[config.mk]
export PLATFORM = sky130hd
export DESIGN_NAME = uar_responder
export DESIGN_NICKNAME = d
export VERILOG_FILES = /design/src/pkg/uar_pkg.sv /design/src/pkg/uar_link_if.sv /design/src/hw/uar_responder.sv /design/src/hw/uar_rx.sv /design/src/hw/uar_tx.sv
export SDC_FILE = /design/constraint.sdc
export NUM_CORES = 1
export LEC_CHECK = 0
export BUFFER_PORTS_ARGS = -buffer_cell sky130_fd_sc_hd__buf_4
export CORE_MARGIN = 3
export CORE_UTILIZATION = 45
export DETAILED_ROUTE_END_ITERATION = 8
export MAX_ROUTING_LAYER = met4
export PLACE_DENSITY = 0.65
export SETUP_SLACK_MARGIN = 0.2
export SLEW_MARGIN = 10
export SYNTH_ARGS = -nofsm -noshare
export SYNTH_HDL_FRONTEND = slang
export SYNTH_HIERARCHICAL = 1
export SYNTH_SLANG_ARGS = --single-unit
[constraint.sdc]
create_clock -name clk_i -period 2.3 [get_ports clk_i]
set_input_delay 0.23 -clock clk_i [delete_from_list [all_inputs] [get_ports clk_i]]
set_output_delay 0.23 -clock clk_i [all_outputs]
set_load 0.01 [all_outputs]
[src/pkg/uar_pkg.sv]
`default_nettype none
package uar_pkg;
  // link timing
  localparam int CLK_HZ = 100_000_000;
  localparam int BAUD_BPS = 9600;
  localparam int BIT_CYCLES = CLK_HZ / BAUD_BPS;
  localparam int FRAME_BITS = 11;
  localparam int DATA_BITS = 8;
  // received characters that are recognised
  localparam logic [7:0] CH_UPPER_T = 8'h54;
  localparam logic [7:0] CH_LOWER_T = 8'h74;
  // reply characters
  localparam logic [7:0] CH_O_UP = 8'h4F;
  localparam logic [7:0] CH_K_UP = 8'h4B;
  localparam logic [7:0] CH_O_LO = 8'h6F;
  localparam logic [7:0] CH_K_LO = 8'h6B;
  localparam logic [7:0] CH_U_UP = 8'h55;
  localparam logic [7:0] CH_C_UP = 8'h43;
  localparam logic [7:0] CH_P_UP = 8'h50;
  localparam logic [7:0] CH_F_UP = 8'h46;
  localparam logic [7:0] CH_E_UP = 8'h45;
  localparam logic [7:0] CH_CR = 8'h0D;
  localparam logic [7:0] CH_LF = 8'h0A;
  // register map, byte addresses
  localparam logic [4:0] ADDR_CTRL = 5'h00;
  localparam logic [4:0] ADDR_STATUS = 5'h04;
  localparam logic [4:0] ADDR_MASK = 5'h08;
  localparam logic [4:0] ADDR_RXINFO = 5'h0C;
  // field positions
  localparam int CTRL_ENABLE = 0;
  localparam int EV_RX_DONE = 0;
  localparam int EV_TX_DONE = 1;
  localparam int EV_RX_ERR = 2;
  localparam int RXI_ERR_LSB = 8;
  localparam int RXI_BUSY = 16;
  // reset values
  localparam logic CTRL_RESET = 1'b0;
  localparam logic [2:0] MASK_RESET = 3'h0;
  typedef enum logic [2:0] {
    MSG_OK_UP = 3'b000,
    MSG_OK_LO = 3'b001,
    MSG_UC = 3'b010,
    MSG_PE = 3'b011,
    MSG_FE = 3'b100,
    MSG_OE = 3'b101
  } uar_msg_type;
  typedef enum logic [0:0] {
    ST_WAIT = 1'b0,
    ST_SEND = 1'b1
  } uar_state_type;
endpackage
`default_nettype wire

[src/pkg/uar_link_if.sv]
`timescale 1ns/1ps
`default_nettype none
interface uar_link_if;
  logic [7:0] rx_data;
  logic rx_valid;
  logic rx_perr;
  logic rx_ferr;
  logic rx_ovr;
  logic rx_frame;
  logic rx_bad;
  logic rx_consume;
  logic [7:0] tx_data;
  logic tx_start;
  logic tx_busy;
  logic tx_done;
  logic tx_line;
  modport core (input rx_data, rx_valid, rx_perr, rx_ferr, rx_ovr,
    rx_frame, rx_bad, tx_busy, tx_done, tx_line,
    output rx_consume, tx_data, tx_start);
  modport rxm (output rx_data, rx_valid, rx_perr, rx_ferr, rx_ovr,
    rx_frame, rx_bad, input rx_consume);
  modport txm (input tx_data, tx_start,
    output tx_busy, tx_done, tx_line);
endinterface
`default_nettype wire

[src/hw/uar_responder.sv]
`timescale 1ns/1ps
`default_nettype none
module uar_responder #(
  parameter int BIT_CYCLES = uar_pkg::BIT_CYCLES
) (
  // clock and reset
  input wire logic clk_i,
  input wire logic rst_i,
  // wishbone slave
  input wire logic wb_cyc_i,
  input wire logic wb_stb_i,
  input wire logic wb_we_i,
  input wire logic [4:0] wb_adr_i,
  input wire logic [3:0] wb_sel_i,
  input wire logic [31:0] wb_dat_i,
  output logic [31:0] wb_dat_o,
  output logic wb_ack_o,
  // serial line
  input wire logic serial_in_i,
  output logic serial_out_o,
  // events and interrupt
  output logic rx_done_event_o,
  output logic tx_done_event_o,
  output logic rx_error_event_o,
  output logic irq_o
);
  uar_link_if lk ();

  logic enable;
  logic [2:0] status;
  logic [2:0] mask;
  logic [2:0] events;
  uar_pkg::uar_state_type state;
  uar_pkg::uar_msg_type msg;
  uar_pkg::uar_msg_type next_msg;
  logic [1:0] idx;
  logic [7:0] last_char;
  logic [2:0] last_err;
  logic take;
  logic wb_req;
  logic wb_wr;
  logic [31:0] rd_mux;

  ////////////////////////////////////////////////////////////
  // reply table
  function automatic logic [7:0] msg_byte(
    input uar_pkg::uar_msg_type m,
    input logic [1:0] i
  );
    logic [7:0] b;
    b = uar_pkg::CH_LF;
    if (i == 2'd2) begin
      b = uar_pkg::CH_CR;
    end else if (i == 2'd0) begin
      case (m)
        uar_pkg::MSG_OK_UP: b = uar_pkg::CH_O_UP;
        uar_pkg::MSG_OK_LO: b = uar_pkg::CH_O_LO;
        uar_pkg::MSG_UC: b = uar_pkg::CH_U_UP;
        uar_pkg::MSG_PE: b = uar_pkg::CH_P_UP;
        uar_pkg::MSG_FE: b = uar_pkg::CH_F_UP;
        uar_pkg::MSG_OE: b = uar_pkg::CH_O_UP;
        default: b = uar_pkg::CH_U_UP;
      endcase
    end else if (i == 2'd1) begin
      case (m)
        uar_pkg::MSG_OK_UP: b = uar_pkg::CH_K_UP;
        uar_pkg::MSG_OK_LO: b = uar_pkg::CH_K_LO;
        uar_pkg::MSG_UC: b = uar_pkg::CH_C_UP;
        default: b = uar_pkg::CH_E_UP;
      endcase
    end
    return b;
  endfunction

  ////////////////////////////////////////////////////////////
  // line engines
  uar_rx #(
    .BIT_CYCLES(BIT_CYCLES)
  ) u_rx (
    .clk_i(clk_i),
    .rst_i(rst_i),
    .serial_in_i(serial_in_i),
    .lk(lk.rxm)
  );

  uar_tx #(
    .BIT_CYCLES(BIT_CYCLES)
  ) u_tx (
    .clk_i(clk_i),
    .rst_i(rst_i),
    .lk(lk.txm)
  );

  assign serial_out_o = lk.tx_line;

  ////////////////////////////////////////////////////////////
  // classification: overrun outranks parity, parity outranks framing
  always_comb begin
    if (lk.rx_ovr) begin
      next_msg = uar_pkg::MSG_OE;
    end else if (lk.rx_perr) begin
      next_msg = uar_pkg::MSG_PE;
    end else if (lk.rx_ferr) begin
      next_msg = uar_pkg::MSG_FE;
    end else if (lk.rx_data == uar_pkg::CH_UPPER_T) begin
      next_msg = uar_pkg::MSG_OK_UP;
    end else if (lk.rx_data == uar_pkg::CH_LOWER_T) begin
      next_msg = uar_pkg::MSG_OK_LO;
    end else begin
      next_msg = uar_pkg::MSG_UC;
    end
  end

  // a character still pending after a reply is served next
  assign take = state == uar_pkg::ST_WAIT && enable && lk.rx_valid
    && !lk.rx_consume;

  ////////////////////////////////////////////////////////////
  // reply sequencer
  always_ff @(posedge clk_i) begin
    if (rst_i) begin
      state <= uar_pkg::ST_WAIT;
      msg <= uar_pkg::MSG_UC;
      idx <= 2'd0;
      lk.tx_start <= 1'b0;
      lk.tx_data <= 8'h00;
      lk.rx_consume <= 1'b0;
    end else begin
      lk.rx_consume <= 1'b0;
      lk.tx_start <= 1'b0;
      case (state)
        uar_pkg::ST_WAIT: begin
          if (take) begin
            msg <= next_msg;
            idx <= 2'd0;
            lk.tx_data <= msg_byte(next_msg, 2'd0);
            lk.tx_start <= 1'b1;
            lk.rx_consume <= 1'b1;
            state <= uar_pkg::ST_SEND;
          end
        end
        uar_pkg::ST_SEND: begin
          // next byte launched the cycle after the stop bit ends
          if (lk.tx_done) begin
            if (idx == 2'd3) begin
              state <= uar_pkg::ST_WAIT;
            end else begin
              idx <= idx + 2'd1;
              lk.tx_data <= msg_byte(msg, idx + 2'd1);
              lk.tx_start <= 1'b1;
            end
          end
        end
        default: begin
          state <= uar_pkg::ST_WAIT;
        end
      endcase
    end
  end

  ////////////////////////////////////////////////////////////
  // last character seen, for software
  always_ff @(posedge clk_i) begin
    if (rst_i) begin
      last_char <= 8'h00;
      last_err <= 3'h0;
    end else if (take) begin
      last_char <= lk.rx_data;
      last_err <= {lk.rx_ovr, lk.rx_ferr, lk.rx_perr};
    end
  end

  ////////////////////////////////////////////////////////////
  // event pulses
  assign events[uar_pkg::EV_RX_DONE] = lk.rx_frame && !lk.rx_bad;
  assign events[uar_pkg::EV_TX_DONE] = lk.tx_done;
  assign events[uar_pkg::EV_RX_ERR] = lk.rx_bad;

  always_ff @(posedge clk_i) begin
    if (rst_i) begin
      rx_done_event_o <= 1'b0;
      tx_done_event_o <= 1'b0;
      rx_error_event_o <= 1'b0;
    end else begin
      rx_done_event_o <= events[uar_pkg::EV_RX_DONE];
      tx_done_event_o <= events[uar_pkg::EV_TX_DONE];
      rx_error_event_o <= events[uar_pkg::EV_RX_ERR];
    end
  end

  ////////////////////////////////////////////////////////////
  // wishbone slave, one wait state
  assign wb_req = wb_cyc_i && wb_stb_i;
  assign wb_wr = wb_req && wb_ack_o && wb_we_i && wb_sel_i[0];

  always_comb begin
    rd_mux = 32'h0000_0000;
    case (wb_adr_i)
      uar_pkg::ADDR_CTRL: rd_mux[uar_pkg::CTRL_ENABLE] = enable;
      uar_pkg::ADDR_STATUS: rd_mux[2:0] = status;
      uar_pkg::ADDR_MASK: rd_mux[2:0] = mask;
      uar_pkg::ADDR_RXINFO: begin
        rd_mux[7:0] = last_char;
        rd_mux[uar_pkg::RXI_ERR_LSB +: 3] = last_err;
        rd_mux[uar_pkg::RXI_BUSY] = state == uar_pkg::ST_SEND;
      end
      default: rd_mux = 32'h0000_0000;
    endcase
  end

  always_ff @(posedge clk_i) begin
    if (rst_i) begin
      wb_ack_o <= 1'b0;
      wb_dat_o <= 32'h0000_0000;
    end else begin
      wb_ack_o <= wb_req && !wb_ack_o;
      if (wb_req && !wb_ack_o) begin
        wb_dat_o <= rd_mux;
      end
    end
  end

  always_ff @(posedge clk_i) begin
    if (rst_i) begin
      enable <= uar_pkg::CTRL_RESET;
      mask <= uar_pkg::MASK_RESET;
    end else if (wb_wr) begin
      if (wb_adr_i == uar_pkg::ADDR_CTRL) begin
        enable <= wb_dat_i[uar_pkg::CTRL_ENABLE];
      end
      if (wb_adr_i == uar_pkg::ADDR_MASK) begin
        mask <= wb_dat_i[2:0];
      end
    end
  end

  // sticky status: a new event beats a write-one clear
  always_ff @(posedge clk_i) begin
    if (rst_i) begin
      status <= 3'h0;
    end else if (wb_wr && wb_adr_i == uar_pkg::ADDR_STATUS) begin
      status <= (status & ~wb_dat_i[2:0]) | events;
    end else begin
      status <= status | events;
    end
  end

  always_ff @(posedge clk_i) begin
    if (rst_i) begin
      irq_o <= 1'b0;
    end else begin
      irq_o <= |(status & mask);
    end
  end
endmodule
`default_nettype wire

[src/hw/uar_rx.sv]
`timescale 1ns/1ps
`default_nettype none
module uar_rx #(
  parameter int BIT_CYCLES = uar_pkg::BIT_CYCLES
) (
  // clock and reset
  input wire logic clk_i,
  input wire logic rst_i,
  // line and link
  input wire logic serial_in_i,
  uar_link_if.rxm lk
);
  localparam int CW = $clog2(BIT_CYCLES + 1);
  logic busy;
  logic [CW-1:0] cnt;
  logic [3:0] bitn;
  logic [7:0] sh;
  logic par;
  logic done;
  // line read as is, idle high
  assign done = busy && cnt == '0 && bitn == 4'hA;
  ////////////////////////////////////////////////////////////
  always_ff @(posedge clk_i) begin
    if (rst_i) begin
      busy <= 1'b0;
      cnt <= '0;
      bitn <= 4'h0;
      sh <= 8'h00;
      par <= 1'b0;
    end else if (!busy) begin
      // sample mid-bit from here on
      if (!serial_in_i) begin
        busy <= 1'b1;
        cnt <= CW'(BIT_CYCLES / 2);
        bitn <= 4'h0;
      end
    end else if (cnt != '0) begin
      cnt <= cnt - 1'b1;
    end else begin
      cnt <= CW'(BIT_CYCLES - 1);
      bitn <= bitn + 4'h1;
      if (bitn == 4'h0 && serial_in_i) begin
        busy <= 1'b0;
      end
      if (bitn >= 4'h1 && bitn <= 4'h8) begin
        sh <= {serial_in_i, sh[7:1]};
      end
      if (bitn == 4'h9) begin
        par <= serial_in_i;
      end
      if (bitn == 4'hA) begin
        busy <= 1'b0;
      end
    end
  end
  ////////////////////////////////////////////////////////////
  always_ff @(posedge clk_i) begin
    if (rst_i) begin
      lk.rx_valid <= 1'b0;
      lk.rx_data <= 8'h00;
      lk.rx_perr <= 1'b0;
      lk.rx_ferr <= 1'b0;
      lk.rx_ovr <= 1'b0;
      lk.rx_frame <= 1'b0;
      lk.rx_bad <= 1'b0;
    end else begin
      lk.rx_frame <= done;
      // same overrun test as the flag below, so the event agrees with it
      lk.rx_bad <= done && (^{sh, par} || !serial_in_i
        || (lk.rx_valid && !lk.rx_consume));
      // a frame landing with the consume still counts
      if (done) begin
        lk.rx_valid <= 1'b1;
        lk.rx_data <= sh;
        lk.rx_perr <= ^{sh, par};
        lk.rx_ferr <= !serial_in_i;
        lk.rx_ovr <= lk.rx_valid && !lk.rx_consume;
      end else if (lk.rx_consume) begin
        lk.rx_valid <= 1'b0;
        lk.rx_ovr <= 1'b0;
      end
    end
  end
endmodule
`default_nettype wire

[src/hw/uar_tx.sv]
`timescale 1ns/1ps
`default_nettype none
module uar_tx #(
  parameter int BIT_CYCLES = uar_pkg::BIT_CYCLES
) (
  // clock and reset
  input wire logic clk_i,
  input wire logic rst_i,
  // link
  uar_link_if.txm lk
);
  localparam int CW = $clog2(BIT_CYCLES + 1);
  logic [CW-1:0] cnt;
  logic [3:0] left;
  logic [10:0] sh;
  ////////////////////////////////////////////////////////////
  always_ff @(posedge clk_i) begin
    if (rst_i) begin
      lk.tx_busy <= 1'b0;
      lk.tx_done <= 1'b0;
      lk.tx_line <= 1'b1;
      cnt <= '0;
      left <= 4'h0;
      sh <= '1;
    end else begin
      lk.tx_done <= 1'b0;
      if (!lk.tx_busy) begin
        lk.tx_line <= 1'b1;
        if (lk.tx_start) begin
          // stop, even parity, data lsb first, start
          sh <= {1'b1, ^lk.tx_data, lk.tx_data, 1'b0};
          lk.tx_busy <= 1'b1;
          left <= 4'(uar_pkg::FRAME_BITS);
          cnt <= '0;
        end
      end else if (cnt != '0) begin
        cnt <= cnt - 1'b1;
      end else if (left == 4'h0) begin
        lk.tx_busy <= 1'b0;
        lk.tx_done <= 1'b1;
      end else begin
        lk.tx_line <= sh[0];
        sh <= {1'b1, sh[10:1]};
        left <= left - 4'h1;
        cnt <= CW'(BIT_CYCLES - 1);
      end
    end
  end
endmodule
`default_nettype wire

# Yosys cells after proc, flatten, opt, wreduce, memory -nomap -nowiden
# Index checks and enable logic that the tools add are counted.
# classes
add_sub_neg	5
n_mul	0
div_mod_pow	0
order_cmp	2
n_eq_ne	27
shifts	0
muxes	61
bitwise	10
reduce_logical	51
# op_table
operator	count
14-bit 2-to-1 mux	7
8-bit 2-to-1 mux	6
6-bit case mux with 4 select lines	2
11-bit 2-to-1 mux	4
4-bit 2-to-1 mux	7
14-bit nonzero test	2
14-bit by 1-bit subtractor with 14-bit output, second input constant	2
1-bit 2-to-1 mux	18
6-bit case mux with 3 select lines	1
8-bit by 7-bit equality test with 1-bit output, second input constant	2
1-bit logical AND	16
8-bit case mux with 2 select lines	1
14-bit zero test	1
3-bit equality test, second input constant	4
3-bit 2-to-1 mux	4
2-bit AND reduction	6
3-bit AND reduction	4
5-bit by 4-bit equality test with 1-bit output, second input constant	2
2-bit 2-to-1 mux	5
2-bit != test, second input constant	5
3-bit by 2-bit equality test with 1-bit output, second input constant	3
9-bit parity	1
4-bit equality test, second input constant	2
4-bit zero test	2
other kinds (29)	49
# word_totals
regBits	125
latch_bits	0
ram_bits	0
rom_bits	0
inputBits	47
output_inout_bits	38
word_cells	191
memories	0

# Depth between registers and ports, before layout
# Gate-level depths: netlist of the first run.
# logic_depth
ltp_word	11
mapped_depth	8
mapped_depth_nobuf	7

# By module
# The synthesis of the first run kept the hierarchy.
# by_module_without_submodules
module	n_inst	cells_each	area_each_um2	seq_area_each_um2
uar_responder	1	253	2213.4	1001.0
uar_rx	1	253	2160.8	840.8
uar_tx	1	180	1664.1	620.6

# Worst setup path after synthesis of the first run
# No wires, ideal clock.
# synth_path
path_kind	flip-flop to flip-flop
from	register u_tx.cnt[0]
to	register u_tx.left[1]
setup_ps	71
arrival_ps	1742
required_time_ps	2229
setup_slack_ps	487
stages_incl_launch_ff	8
path_buffers	0
synth_period_minus_slack_ps	1813
path_cell_list	dfxtp_1 -> inv_1 -> ha_1 -> nor3b_2 -> nand2_2 -> nor2_2 -> mux2_1 -> a21oi_1
# synth_between
elab_chain_len	3
# synth_lines
item	line_no	rtl
start: declaration	uar_tx.sv:13	logic [CW-1:0] cnt;
start signal: assignment	uar_tx.sv:37	cnt <= cnt - 1'b1;
start signal: assignment	uar_tx.sv:45	cnt <= CW'(BIT_CYCLES - 1);
14-bit nonzero test	uar_tx.sv:36	end else if (cnt != '0) begin
2-bit != test (no source line)	--	
3-bit AND reduction (no source line)	--	
end signal: assignment	uar_tx.sv:33	left <= 4'(uar_pkg::FRAME_BITS);
end signal: assignment	uar_tx.sv:44	left <= left - 4'h1;
end: declaration	uar_tx.sv:14	logic [3:0] left;
# No other way between the ends.
# A chain may end at the register's enable or synchronous reset.

# Final worst setup path of the first run
# Ends and elaborated chain as after synthesis.

==> results of run 1 <==
## state kept, by name (all words and copies together) (netlist names), 2 cells and up
name,flops
lk.tx_data,7
u_tx/left,4
status,3
u_rx/bitn,4
wb_dat_o,12
msg,3
idx,2
u_rx/cnt,14
mask,3
u_tx/sh,10
last_err,3
u_rx/sh,8
u_tx/cnt,14
u_rx/lk.rx_data,8
last_char,8
## timing repair
| item | CTS | global route |
|---|---|---|
| setup buffers | 0 | 2 |
| setup endpoints to repair | 2 | 37 |
| resized for setup | 1 | 6 |
## synthesized netlist by cell type, types with 4 or more instances
library cell | count | area share (%)
dfxtp_1 | 123 | 41
o21a_1 | 5 | 0.62
nand4_1 | 4 | 0.41
nor2_1 | 61 | 3.8
mux2i_1 | 13 | 2.2
nand3_1 | 33 | 2.7
or3_1 | 4 | 0.41
buf_4 | 20 | 2.5
clkbuf_1 | 19 | 1.2
or4_1 | 7 | 0.87
a211oi_1 | 4 | 0.50
a21oi_1 | 60 | 5.0
buf_6 | 5 | 0.93
nand2_1 | 53 | 3.3
xnor2_1 | 9 | 1.3
a311oi_1 | 7 | 1.0
nor2b_1 | 14 | 1.5
o21ai_0 | 31 | 2.6
nand2b_1 | 15 | 1.6
inv_1 | 19 | 1.2
a22oi_1 | 15 | 1.9
ha_1 | 10 | 2.1
o211ai_1 | 4 | 0.50
o21ai_1 | 7 | 0.58
nor4_1 | 8 | 0.83
nor3_1 | 14 | 1.2
mux2_2 | 12 | 2.2
nand3b_1 | 4 | 0.50
buf_2 | 8 | 0.66
nand4b_1 | 5 | 0.73
xor2_1 | 9 | 1.3
a31oi_1 | 6 | 0.62
## where the power goes
group	internal, µW	switching [µW]
clock network	1650	973
registers	2160	45.8
logic	144	220
## stage by stage
step,util [%],instance area (µm²),cells,power (µW)
final,54.4,7000,906,5190
after CTS,54.2,6980,904,5240
after detailed placement,49.5,6380,873,2610
after global placement,49.5,6380,873,2600
after global routing,54.4,7000,906,5390
after floorplan,-,6120,707,2540
## kinds of logic after synthesis
logic type,synth area share [%]
simple gates,24.6
compound gates,17.4
flops,40.8
buf+inv,6.78
mux,4.95
xor+xnor,3.38
fa+ha+maj,2.07
other cells,0.0621
## area by class of cell
class / instances / area, µm² / area share (%)
clock buffer: 19 / 453 / 6.47
tap: 172 / 215 / 3.07
multi-input combinational: 509 / 3270 / 46.7
clock inverter: 12 / 140 / 2.00
inverter: 19 / 71.3 / 1.02
timing repair buffer: 52 / 390 / 5.57
sequential: 123 / 2460 / 35.2
## worst paths after layout
kind                                               start  cells past startpoint                         to
worst max-delay path            u_tx/cnt[0]$_SDFFE_PP0P_                      7  u_tx/left[1]$_SDFFE_PP0P_
worst min-delay path                         wb_dat_i[1]                      3       mask[1]$_SDFFE_PP0P_
worst max register to register  u_tx/cnt[0]$_SDFFE_PP0P_                      7  u_tx/left[1]$_SDFFE_PP0P_
worst min register to register  last_err[1]$_SDFFE_PP0P_                      2   last_err[1]$_SDFFE_PP0P_
## worst register-to-register path, cell delays in order, from the launching register on
cell	delay, ns
dfxtp_1	0.36
inv_1	0.08
ha_1	0.24
nor3b_4	0.33
nand2_2	0.20
nor2_2	0.26
mux2_1	0.34
a21oi_1	0.13
## metal layers
metal  part of all wire, %  GRT usage (%)  vias to the layer above
met5                     0              -                        -
met4                   1.3           6.86                        0
met3                   3.4           4.87                       15
met2                    48           29.4                       84
met1                    47           25.1                     2376
li1                      -              -                     2516
==> impl_metrics.env, run 1 <==
export IMPL_path_class="reg2reg"
export IMPL_finClkSkew_ns=0.0106
export IMPL_routedWlPerCell_um=14.8
export IMPL_nets=779
export IMPL_yosysWarnings=6
export IMPL_ant_nets=0
export IMPL_fp_dieH_um=122
export IMPL_n_antenna_cell=0
export IMPL_dpl_worst_slack_ns=0.197
export IMPL_ys_async_sr_fraction_pct=0
export IMPL_finalSetupTns_ns=0
export IMPL_drc=0
export IMPL_place_hpwl_um=9350
export IMPL_io_pins=85
export IMPL_synth_cells=686
export IMPL_hold_buffers=0
export IMPL_worst_pin_slew_ns=0.593
export IMPL_synth_distinct_cells=81
export IMPL_final_common_cell="dfxtp_1"
export IMPL_cts_sinks=123
export IMPL_core_mm2=0.0129
export IMPL_fin_ws_ns=0.281
export IMPL_dr_pass1_iters=5
export IMPL_cp_buffers_inverters=1
export IMPL_synth_flop_cell="dfxtp_1"
export IMPL_fp_dieW_um=122
export IMPL_fp_row_count=41
export IMPL_synth_seq_cells=123
export IMPL_syn_area_mm2=0.00604
export IMPL_crit_path_end_kind="register"
export IMPL_r2r_slack_ns=0.28
export IMPL_vias=4991
export IMPL_drt_first_iter_violations=290
export IMPL_grt_max_degree=44
export IMPL_status="complete, no violations"
export IMPL_cp_data_required_time_ns=2.64
export IMPL_yosysSeqAreaShare_pct=40.8
export IMPL_layout_drive_gt1_share_pct=17.7
export IMPL_syn2layout_area_growth_pct=16.0
export IMPL_io_buffers=32
export IMPL_root_buffer="clkbuf_16"
export IMPL_cts_max_path_buffers=2
export IMPL_cpMaxStageDelayCell="dfxtp_1"
export IMPL_initial_core_util_pct=46.9
export IMPL_grt_setup_unrepaired="yes"
export IMPL_crit_chain="inv_1 -> ha_1 -> nor3b_4 -> nand2_2 -> nor2_2 -> mux2_1 -> a21oi_1"
export IMPL_period_needed_ns=2.02
export IMPL_htreeDepth=4
export IMPL_gp_congestion=0.871
export IMPL_finalCritPeriodShare_pct=87.8
export IMPL_avgViaCountPerCell=5.51
export IMPL_slew_violations=0
export IMPL_fillers=1201
export IMPL_grt_overflow_total=0
export IMPL_min_path_type="in2reg"
export IMPL_leakagePower_uw=0.00263
export IMPL_clk_pin_slew_ns=0.06
export IMPL_tritoncts="done"
export IMPL_dieArea_mm2=0.0148
export IMPL_setup_viol=0
export IMPL_max_freq_mhz=495
export IMPL_whs_ns=0.0677
export IMPL_grt_pass1_vias=4717
export IMPL_p_per_area_mw_per_mm2=742
export IMPL_totalWireLength_um=13400
export IMPL_slowest_delay_ns=0.36
export IMPL_crit_fanout=8
export IMPL_worstSkewPairLatency_ns=0.42
export IMPL_grt_pass1_wl_um=22500
export IMPL_hold_viol_final=0
export IMPL_max_slew_margin_pct=59.4
export IMPL_arrival_ns=2.36
export IMPL_startpoint_type="register"
export IMPL_synth_avg_cell_area_um2=8.80
export IMPL_grt_total_usage_pct=19.3
export IMPL_path_delay_family="simple AND/OR/NAND/NOR gates"
export IMPL_final_cell_mix="123 x dfxtp_1, 61 x nor2_1, 60 x a21oi_1, 53 x nand2_1, 52 x buf_4"
export IMPL_antenna_found_initial=0
export IMPL_cts_buffers=17
export IMPL_maxCapViolCount=0
export IMPL_ir_drop_mv=0.505
export IMPL_synth_edf_count=0
(Power assumes the default switching activity.)
==> run 2, diff against run 1 <==
Settings changed: RECOVER_POWER set to 25.
==> run 2 against run 1 <==
Clock skew fell by 0.0015 ns. First-iteration DRC count increased by 8.3%. Final cell count is the same. Maximum frequency is essentially flat. Clock power about the same. Sequential cell count stayed put. Sequential share of layout area rose by 0.43 points. Die area unchanged. Combinational power hardly changed. Cell area fell by 1.2%. Critical path type unchanged. Highest routed layer unchanged.
==> impl_metrics.env, run 2 (synthesis gave the netlist of run 1 again) <==
export IMPL_final_cell_mix="123 x dfxtp_1, 61 x nor2_1, 60 x a21oi_1, 53 x nand2_1, 33 x nand3_1"
export IMPL_total_power_uw=5190
export IMPL_grt_pass1_wl_um=22500
export IMPL_maxCapViolCount=0
export IMPL_hold_end="mask[1]$_SDFFE_PP0P_"
export IMPL_crit_fanout=8
export IMPL_io_buffers=32
export IMPL_grt_pass1_vias=4717
export IMPL_fp_dieW_um=122
export IMPL_setup_viol=0
export IMPL_n_antenna_cell=0
export IMPL_grt_max_degree=44
export IMPL_cts_buffers=17
export IMPL_totalWireLength_um=13400
export IMPL_r2r_end="u_tx/left[1]$_SDFFE_PP0P_"
export IMPL_top_regs="u_rx/cnt: 14 flops, u_tx/cnt: 14 flops, wb_dat_o: 12 flops"
export IMPL_slew_violations=0
export IMPL_max_freq_mhz=496
export IMPL_p_per_area_mw_per_mm2=750
export IMPL_cts_max_path_buffers=2
export IMPL_layout_drive_gt1_share_pct=14.7
export IMPL_drc=0
export IMPL_worst_pin_slew_ns=0.817
export IMPL_grt_overflow_total=0
export IMPL_finalCritPeriodShare_pct=87.7
export IMPL_cp_data_required_time_ns=2.65
export IMPL_cts_sinks=123
export IMPL_vias=4977
export IMPL_tritoncts="done"
export IMPL_nets=779
export IMPL_cpMaxStageDelayCell="dfxtp_1"
export IMPL_cp_buffers_inverters=1
export IMPL_path_delay_family="simple AND/OR/NAND/NOR gates"
export IMPL_crit_path_end_kind="register"
export IMPL_dr_pass1_iters=5
export IMPL_startpoint_type="register"
export IMPL_core_mm2=0.0129
export IMPL_htreeDepth=4
export IMPL_fp_dieH_um=122
export IMPL_fillers=1227
export IMPL_gp_congestion=0.871
export IMPL_finalSetupTns_ns=0
export IMPL_worstSkewPairLatency_ns=0.42
export IMPL_fp_row_count=41
export IMPL_routedWlPerCell_um=14.8
export IMPL_arrival_ns=2.36
export IMPL_ir_drop_mv=0.506
export IMPL_max_slew_margin_pct=45.6
export IMPL_r2r_start="u_tx/cnt[0]$_SDFFE_PP0P_"
export IMPL_clk_pin_slew_ns=0.06
export IMPL_finClkSkew_ns=0.00918
export IMPL_leakagePower_uw=0.00255
export IMPL_root_buffer="clkbuf_16"
export IMPL_hold_viol_final=0
export IMPL_initial_core_util_pct=46.9
export IMPL_place_hpwl_um=9350
export IMPL_path_class="reg2reg"
export IMPL_avgViaCountPerCell=5.49
export IMPL_ant_nets=0
export IMPL_crit_chain="inv_1 -> ha_1 -> nor3b_4 -> nand2_2 -> nor2_2 -> mux2_1 -> a21oi_1"
export IMPL_whs_ns=0.0686
export IMPL_grt_setup_unrepaired="yes"
export IMPL_r2r_slack_ns=0.28
export IMPL_antenna_found_initial=0
export IMPL_grt_total_usage_pct=19.3
export IMPL_slowest_delay_ns=0.36
export IMPL_min_from="wb_dat_i[1]"
export IMPL_worst_r2r_cell_count=7
export IMPL_hold_path_depth=3
export IMPL_period_needed_ns=2.02
export IMPL_io_pins=85
export IMPL_final_common_cell="dfxtp_1"
export IMPL_hold_buffers=0
export IMPL_status="complete, no violations"
export IMPL_min_path_type="in2reg"
export IMPL_drt_first_iter_violations=314
export IMPL_syn2layout_area_growth_pct=14.6
export IMPL_dieArea_mm2=0.0148
==> run 2: final cells by class <==
| type | instances | area (µm²) | share of cell area, % |
|---|---|---|---|
| inverters | 19 | 71.3 | 1.03 |
| clock inverters | 12 | 140 | 2.03 |
| well taps | 172 | 215 | 3.11 |
| multi-input cells | 509 | 3270 | 47.2 |
| clock buffers | 19 | 453 | 6.55 |
| flip-flops and latches | 123 | 2460 | 35.6 |
| repair buffers | 52 | 312 | 4.50 |
==> run 2: worst reg2reg max path: cells and delay by family, from the launching register on <==
family | cells | cell delay, ns
adder cells (fa/ha/maj) | 1 | 0.24
AND/OR/NAND/NOR | 3 | 0.79
multiplexers | 1 | 0.34
AO/OA/AOI/OAI | 1 | 0.13
flip-flops | 1 | 0.36
buffers and inverters | 1 | 0.08
==> run 2: worst max path at each step <==
| stage | from | to | slack [ns] | cells after the start |
|---|---|---|---|---|
| floorplan | u_tx/cnt[0]$_SDFFE_PP0P_ | u_tx/left[1]$_SDFFE_PP0P_ | 0.49 | 7 |
| global placement | u_tx/cnt[0]$_SDFFE_PP0P_ | u_tx/left[1]$_SDFFE_PP0P_ | 0.25 | 7 |
| detailed placement | u_tx/cnt[0]$_SDFFE_PP0P_ | u_tx/sh[5]$_SDFFE_PP1P_ | 0.20 | 8 |
| CTS | u_rx/cnt[0]$_SDFFE_PP0P_ | u_rx/sh[0]$_SDFFE_PP0P_ | 0.20 | 7 |
| global route | u_tx/cnt[0]$_SDFFE_PP0P_ | u_tx/sh[6]$_SDFFE_PP1P_ | 0.14 | 8 |
| finish | u_tx/cnt[0]$_SDFFE_PP0P_ | u_tx/left[1]$_SDFFE_PP0P_ | 0.28 | 7 |
==> run 2: power breakdown <==
part	leakage, µW	internal [µW]	total (µW)	switching, µW
combinational	0.00128	141	361	219
sequential	0.000994	2160	2210	45.5
clock	0.000270	1650	2630	974
==> run 2: metrics by stage <==
step	utilization (%)	cells	worst slack, ns	cell area [µm²]
2_1_floorplan	-	707	0.487	6120
5_1_grt	53.7	906	0.140	6920
6_report	53.7	906	0.283	6920
3_5_place_dp	49.5	873	0.197	6380
4_1_cts	54.2	904	0.203	6980
3_3_place_gp	49.5	873	0.251	6380
==> run 2: what timing repair did <==
action,in CTS,in global routing
gates resized for setup,1,6
buffers inserted,0,2
endpoints found under the setup margin,2,37
gates cloned,0,0
==> run 2: per-layer routing <==
layer	vias up	GRT usage, %	routed length (µm)
li1	2512	-	-
met1	2350	25.1	6220
met2	98	29.4	6490
met3	17	4.87	529
met4	0	6.86	191
met5	-	-	0
==> run 3, diff against run 2 <==
Settings changed: ABC_AREA set to 1, PLACE_DENSITY 0.65 to unset.
==> run 3 against run 2 <==
Core utilization down 2.2 points. Critical endpoint is now u_tx/sh[0]$_SDFFE_PP1P_. Largest cell class unchanged. Clock skew down 0.0028 ns. Sequential share of layout area down 1.4 points. Power down 2.3%.
==> impl_metrics.env, run 3 <==
export IMPL_status="complete, no violations"
export IMPL_worst_setup_path_startpoint="u_tx/cnt[0]$_SDFFE_PP0P_"
export IMPL_vias=5604
export IMPL_grtUsageMet1_pct=25.5
export IMPL_synth_flop_cell="dfxtp_1"
export IMPL_ys_async_sr_fraction_pct=0
export IMPL_htreeDepth=4
export IMPL_setup_viol=0
export IMPL_ir_drop_mv=0.563
export IMPL_dieArea_mm2=0.0159
export IMPL_drc=0
export IMPL_hold_viol_final=0
export IMPL_nets=1007
export IMPL_min_path_type="in2reg"
export IMPL_synth_most_common_cell="nand2_1"
export IMPL_crit_fanout=16
export IMPL_slew_violations=0
export IMPL_io_buffers=32
export IMPL_r2r_end="u_tx/sh[0]$_SDFFE_PP1P_"
export IMPL_fp_dieW_um=126
export IMPL_synth_largest_area_cell="dfxtp_1"
export IMPL_cpMaxStageDelayCell="nor3_4"
export IMPL_synthTopCellsByArea="dfxtp_1 38%, nand2_1 14%, a21oi_1 5.9%"
export IMPL_final_cell_mix="234 x nand2_1, 123 x dfxtp_1, 100 x inv_1, 80 x nor2_1, 77 x a21oi_1"
export IMPL_worstSkewPairLatency_ns=0.42
export IMPL_totalWireLength_um=13500
export IMPL_worst_pin_slew_ns=1.38
export IMPL_arrival_ns=2.25
export IMPL_whs_ns=0.0639
export IMPL_r2r_start="u_tx/cnt[0]$_SDFFE_PP0P_"
export IMPL_period_needed_ns=1.91
export IMPL_worst_r2r_cell_count=8
export IMPL_root_buffer="clkbuf_16"
export IMPL_maxCapViolCount=0
export IMPL_max_slew_margin_pct=8.20
export IMPL_startpoint_type="register"
export IMPL_grt_max_degree=60
export IMPL_leakagePower_uw=0.00312
export IMPL_fp_dieH_um=126
export IMPL_fin_util_pct=51.5
export IMPL_grt_setup_unrepaired="no"
export IMPL_tritoncts="done"
export IMPL_crit_path_end_kind="register"
export IMPL_path_class="reg2reg"
export IMPL_n_antenna_cell=0
export IMPL_p_per_area_mw_per_mm2=704
export IMPL_hold_buffers=0
export IMPL_dpl_worst_slack_ns=0.417
export IMPL_grt_total_usage_pct=18.4
export IMPL_slowest_delay_ns=0.40
export IMPL_syn_area_mm2=0.00650
export IMPL_place_hpwl_um=9210
export IMPL_endpoint="u_tx/sh[0]$_SDFFE_PP1P_"
export IMPL_grtUsageMet3_pct=4.11
export IMPL_finalSetupTns_ns=0
export IMPL_synth_seq_cells=123
export IMPL_cp_data_required_time_ns=2.65
export IMPL_yosysSeqAreaShare_pct=37.9
export IMPL_regArea_mm2=0.00246
export IMPL_clk_pin_slew_ns=0.06
export IMPL_crit_chain="inv_1 -> ha_1 -> nand3_2 -> nor2_8 -> nand2_4 -> nor3_4 -> nand2_1 -> nand3_1"
export IMPL_post_cts_buffers=0
export IMPL_grt_pass1_vias=5199
export IMPL_top_usage_layer="met2"
export IMPL_fin_ws_ns=0.393
export IMPL_synth_distinct_cells=43
export IMPL_antenna_found_initial=0
export IMPL_yosysWarnings=6
export IMPL_max_freq_mhz=524
export IMPL_initial_core_util_pct=46.5
export IMPL_synth_common_cells="234 x nand2_1, 123 x dfxtp_1, 100 x inv_1"
export IMPL_final_common_cell="nand2_1"
export IMPL_io_pins=85
export IMPL_layout_drive_gt1_share_pct=11.4
export IMPL_multiInputGateArea_mm2=0.00334
export IMPL_gp_congestion=0.795
export IMPL_grt_overflow_total=0
export IMPL_r2r_slack_ns=0.39
export IMPL_routedWlPerCell_um=11.8
export IMPL_total_power_uw=5070
export IMPL_cts_buffers=17
export IMPL_cts_max_path_buffers=2
export IMPL_grt_pass1_wl_um=23800
export IMPL_cts_sinks=123
export IMPL_ant_nets=0
export IMPL_fp_row_count=43
export IMPL_synth_cells=924
export IMPL_synth_top_area_share_pct=37.9
export IMPL_fillers=1445
export IMPL_grt_met2_usage_pct=26.5
export IMPL_core_mm2=0.0140
export IMPL_synth_edf_count=0
export IMPL_finalCritPeriodShare_pct=82.9
export IMPL_avgViaCountPerCell=4.90
export IMPL_finClkSkew_ns=0.00642
export IMPL_dr_pass1_iters=5
export IMPL_cts_resized=0
export IMPL_top_regs="u_rx/cnt: 14 flops, u_tx/cnt: 14 flops, wb_dat_o: 12 flops"
export IMPL_syn2layout_area_growth_pct=10.8
export IMPL_drt_first_iter_violations=392
export IMPL_synth_avg_cell_area_um2=7.04
-- run 3: cell count changes after synthesis, sizes merged, moves of 14 or more --
| cell | change |
|---|---|
| o21ai | +16 |
| nand3 | +43 |
| nand2 | +194 |
| nor2b | -14 |
| a22oi | -15 |
| a21oi | +27 |
| nand2b | -15 |
| nor2 | +31 |
| inv | +87 |
-- run 3: worst max-delay path: cells and delay by family (launching register included) --
kind / cells / cell delay (ns)
adder cells (fa/ha/maj): 1 / 0.20
buffers and inverters: 1 / 0.10
flip-flops: 1 / 0.33
AND/OR/NAND/NOR: 6 / 1.20
-- run 3: cells by family (layout without fill, tap and decap cells) --
| logic type | count (synthesis) | count (layout) | share of synthesized area [%] |
|---|---|---|---|
| AO/OA/AOI/OAI | 160 | 160 | 13.6 |
| AND/OR/NAND/NOR | 453 | 453 | 32.3 |
| buffers and inverters | 160 | 177 | 12.0 |
| adder cells (fa/ha/maj) | 10 | 10 | 1.92 |
| flip-flops | 123 | 123 | 37.9 |
| XOR/XNOR | 17 | 17 | 2.29 |
| other | 1 | 23 | 0.0576 |
-- run 3: through the flow --
step                std cells  instance area, µm²
global placement         1111                6730
global route             1143                7210
CTS                      1143                7290
floorplan                 946                6590
detailed placement       1111                6730
finish                   1143                7210
-- run 3: cell type report --
| cell class | instances | area share, % |
|---|---|---|
| Clock buffer | 21 | 6.39 |
| Clock inverter | 11 | 1.34 |
| Inverter | 107 | 5.59 |
| Multi-Input combinational cell | 663 | 46.4 |
| Sequential cell | 123 | 34.2 |
| Tap cell | 180 | 3.13 |
| Timing Repair Buffer | 38 | 2.99 |
-- run 3: worst min-delay path by stage --
stage | start | end | slack, ns | cells after the start
detailed placement | u_rx/lk.rx_bad$_SDFF_PP0_ | rx_error_event_o$_SDFF_PP0_ | 0.45 | 2
global placement | u_tx/sh[9]$_SDFFE_PP1P_ | u_tx/sh[8]$_SDFFE_PP1P_ | 0.44 | 2
floorplan | wb_dat_i[1] | mask[1]$_SDFFE_PP0P_ | 0.37 | 2
global route | wb_dat_i[1] | mask[1]$_SDFFE_PP0P_ | 0.07 | 3
CTS | wb_dat_i[1] | mask[1]$_SDFFE_PP0P_ | 0.05 | 3
finish | wb_dat_i[1] | mask[1]$_SDFFE_PP0P_ | 0.06 | 3
-- run 3: where the power goes --
part | switching [µW] | internal [µW] | total [µW]
combinational | 258 | 127 | 385
sequential | 33.2 | 2170 | 2200
clock | 949 | 1530 | 2480
total | 1240 | 3830 | 5070
-- run 3: metal layers --
| metal | vias to the layer above | part of all wire (%) |
|---|---|---|
| met4 | 0 | 1.6 |
| met3 | 20 | 4.4 |
| met5 | - | 0 |
| met2 | 100 | 42 |
| li1 | 2988 | - |
| met1 | 2496 | 52 |
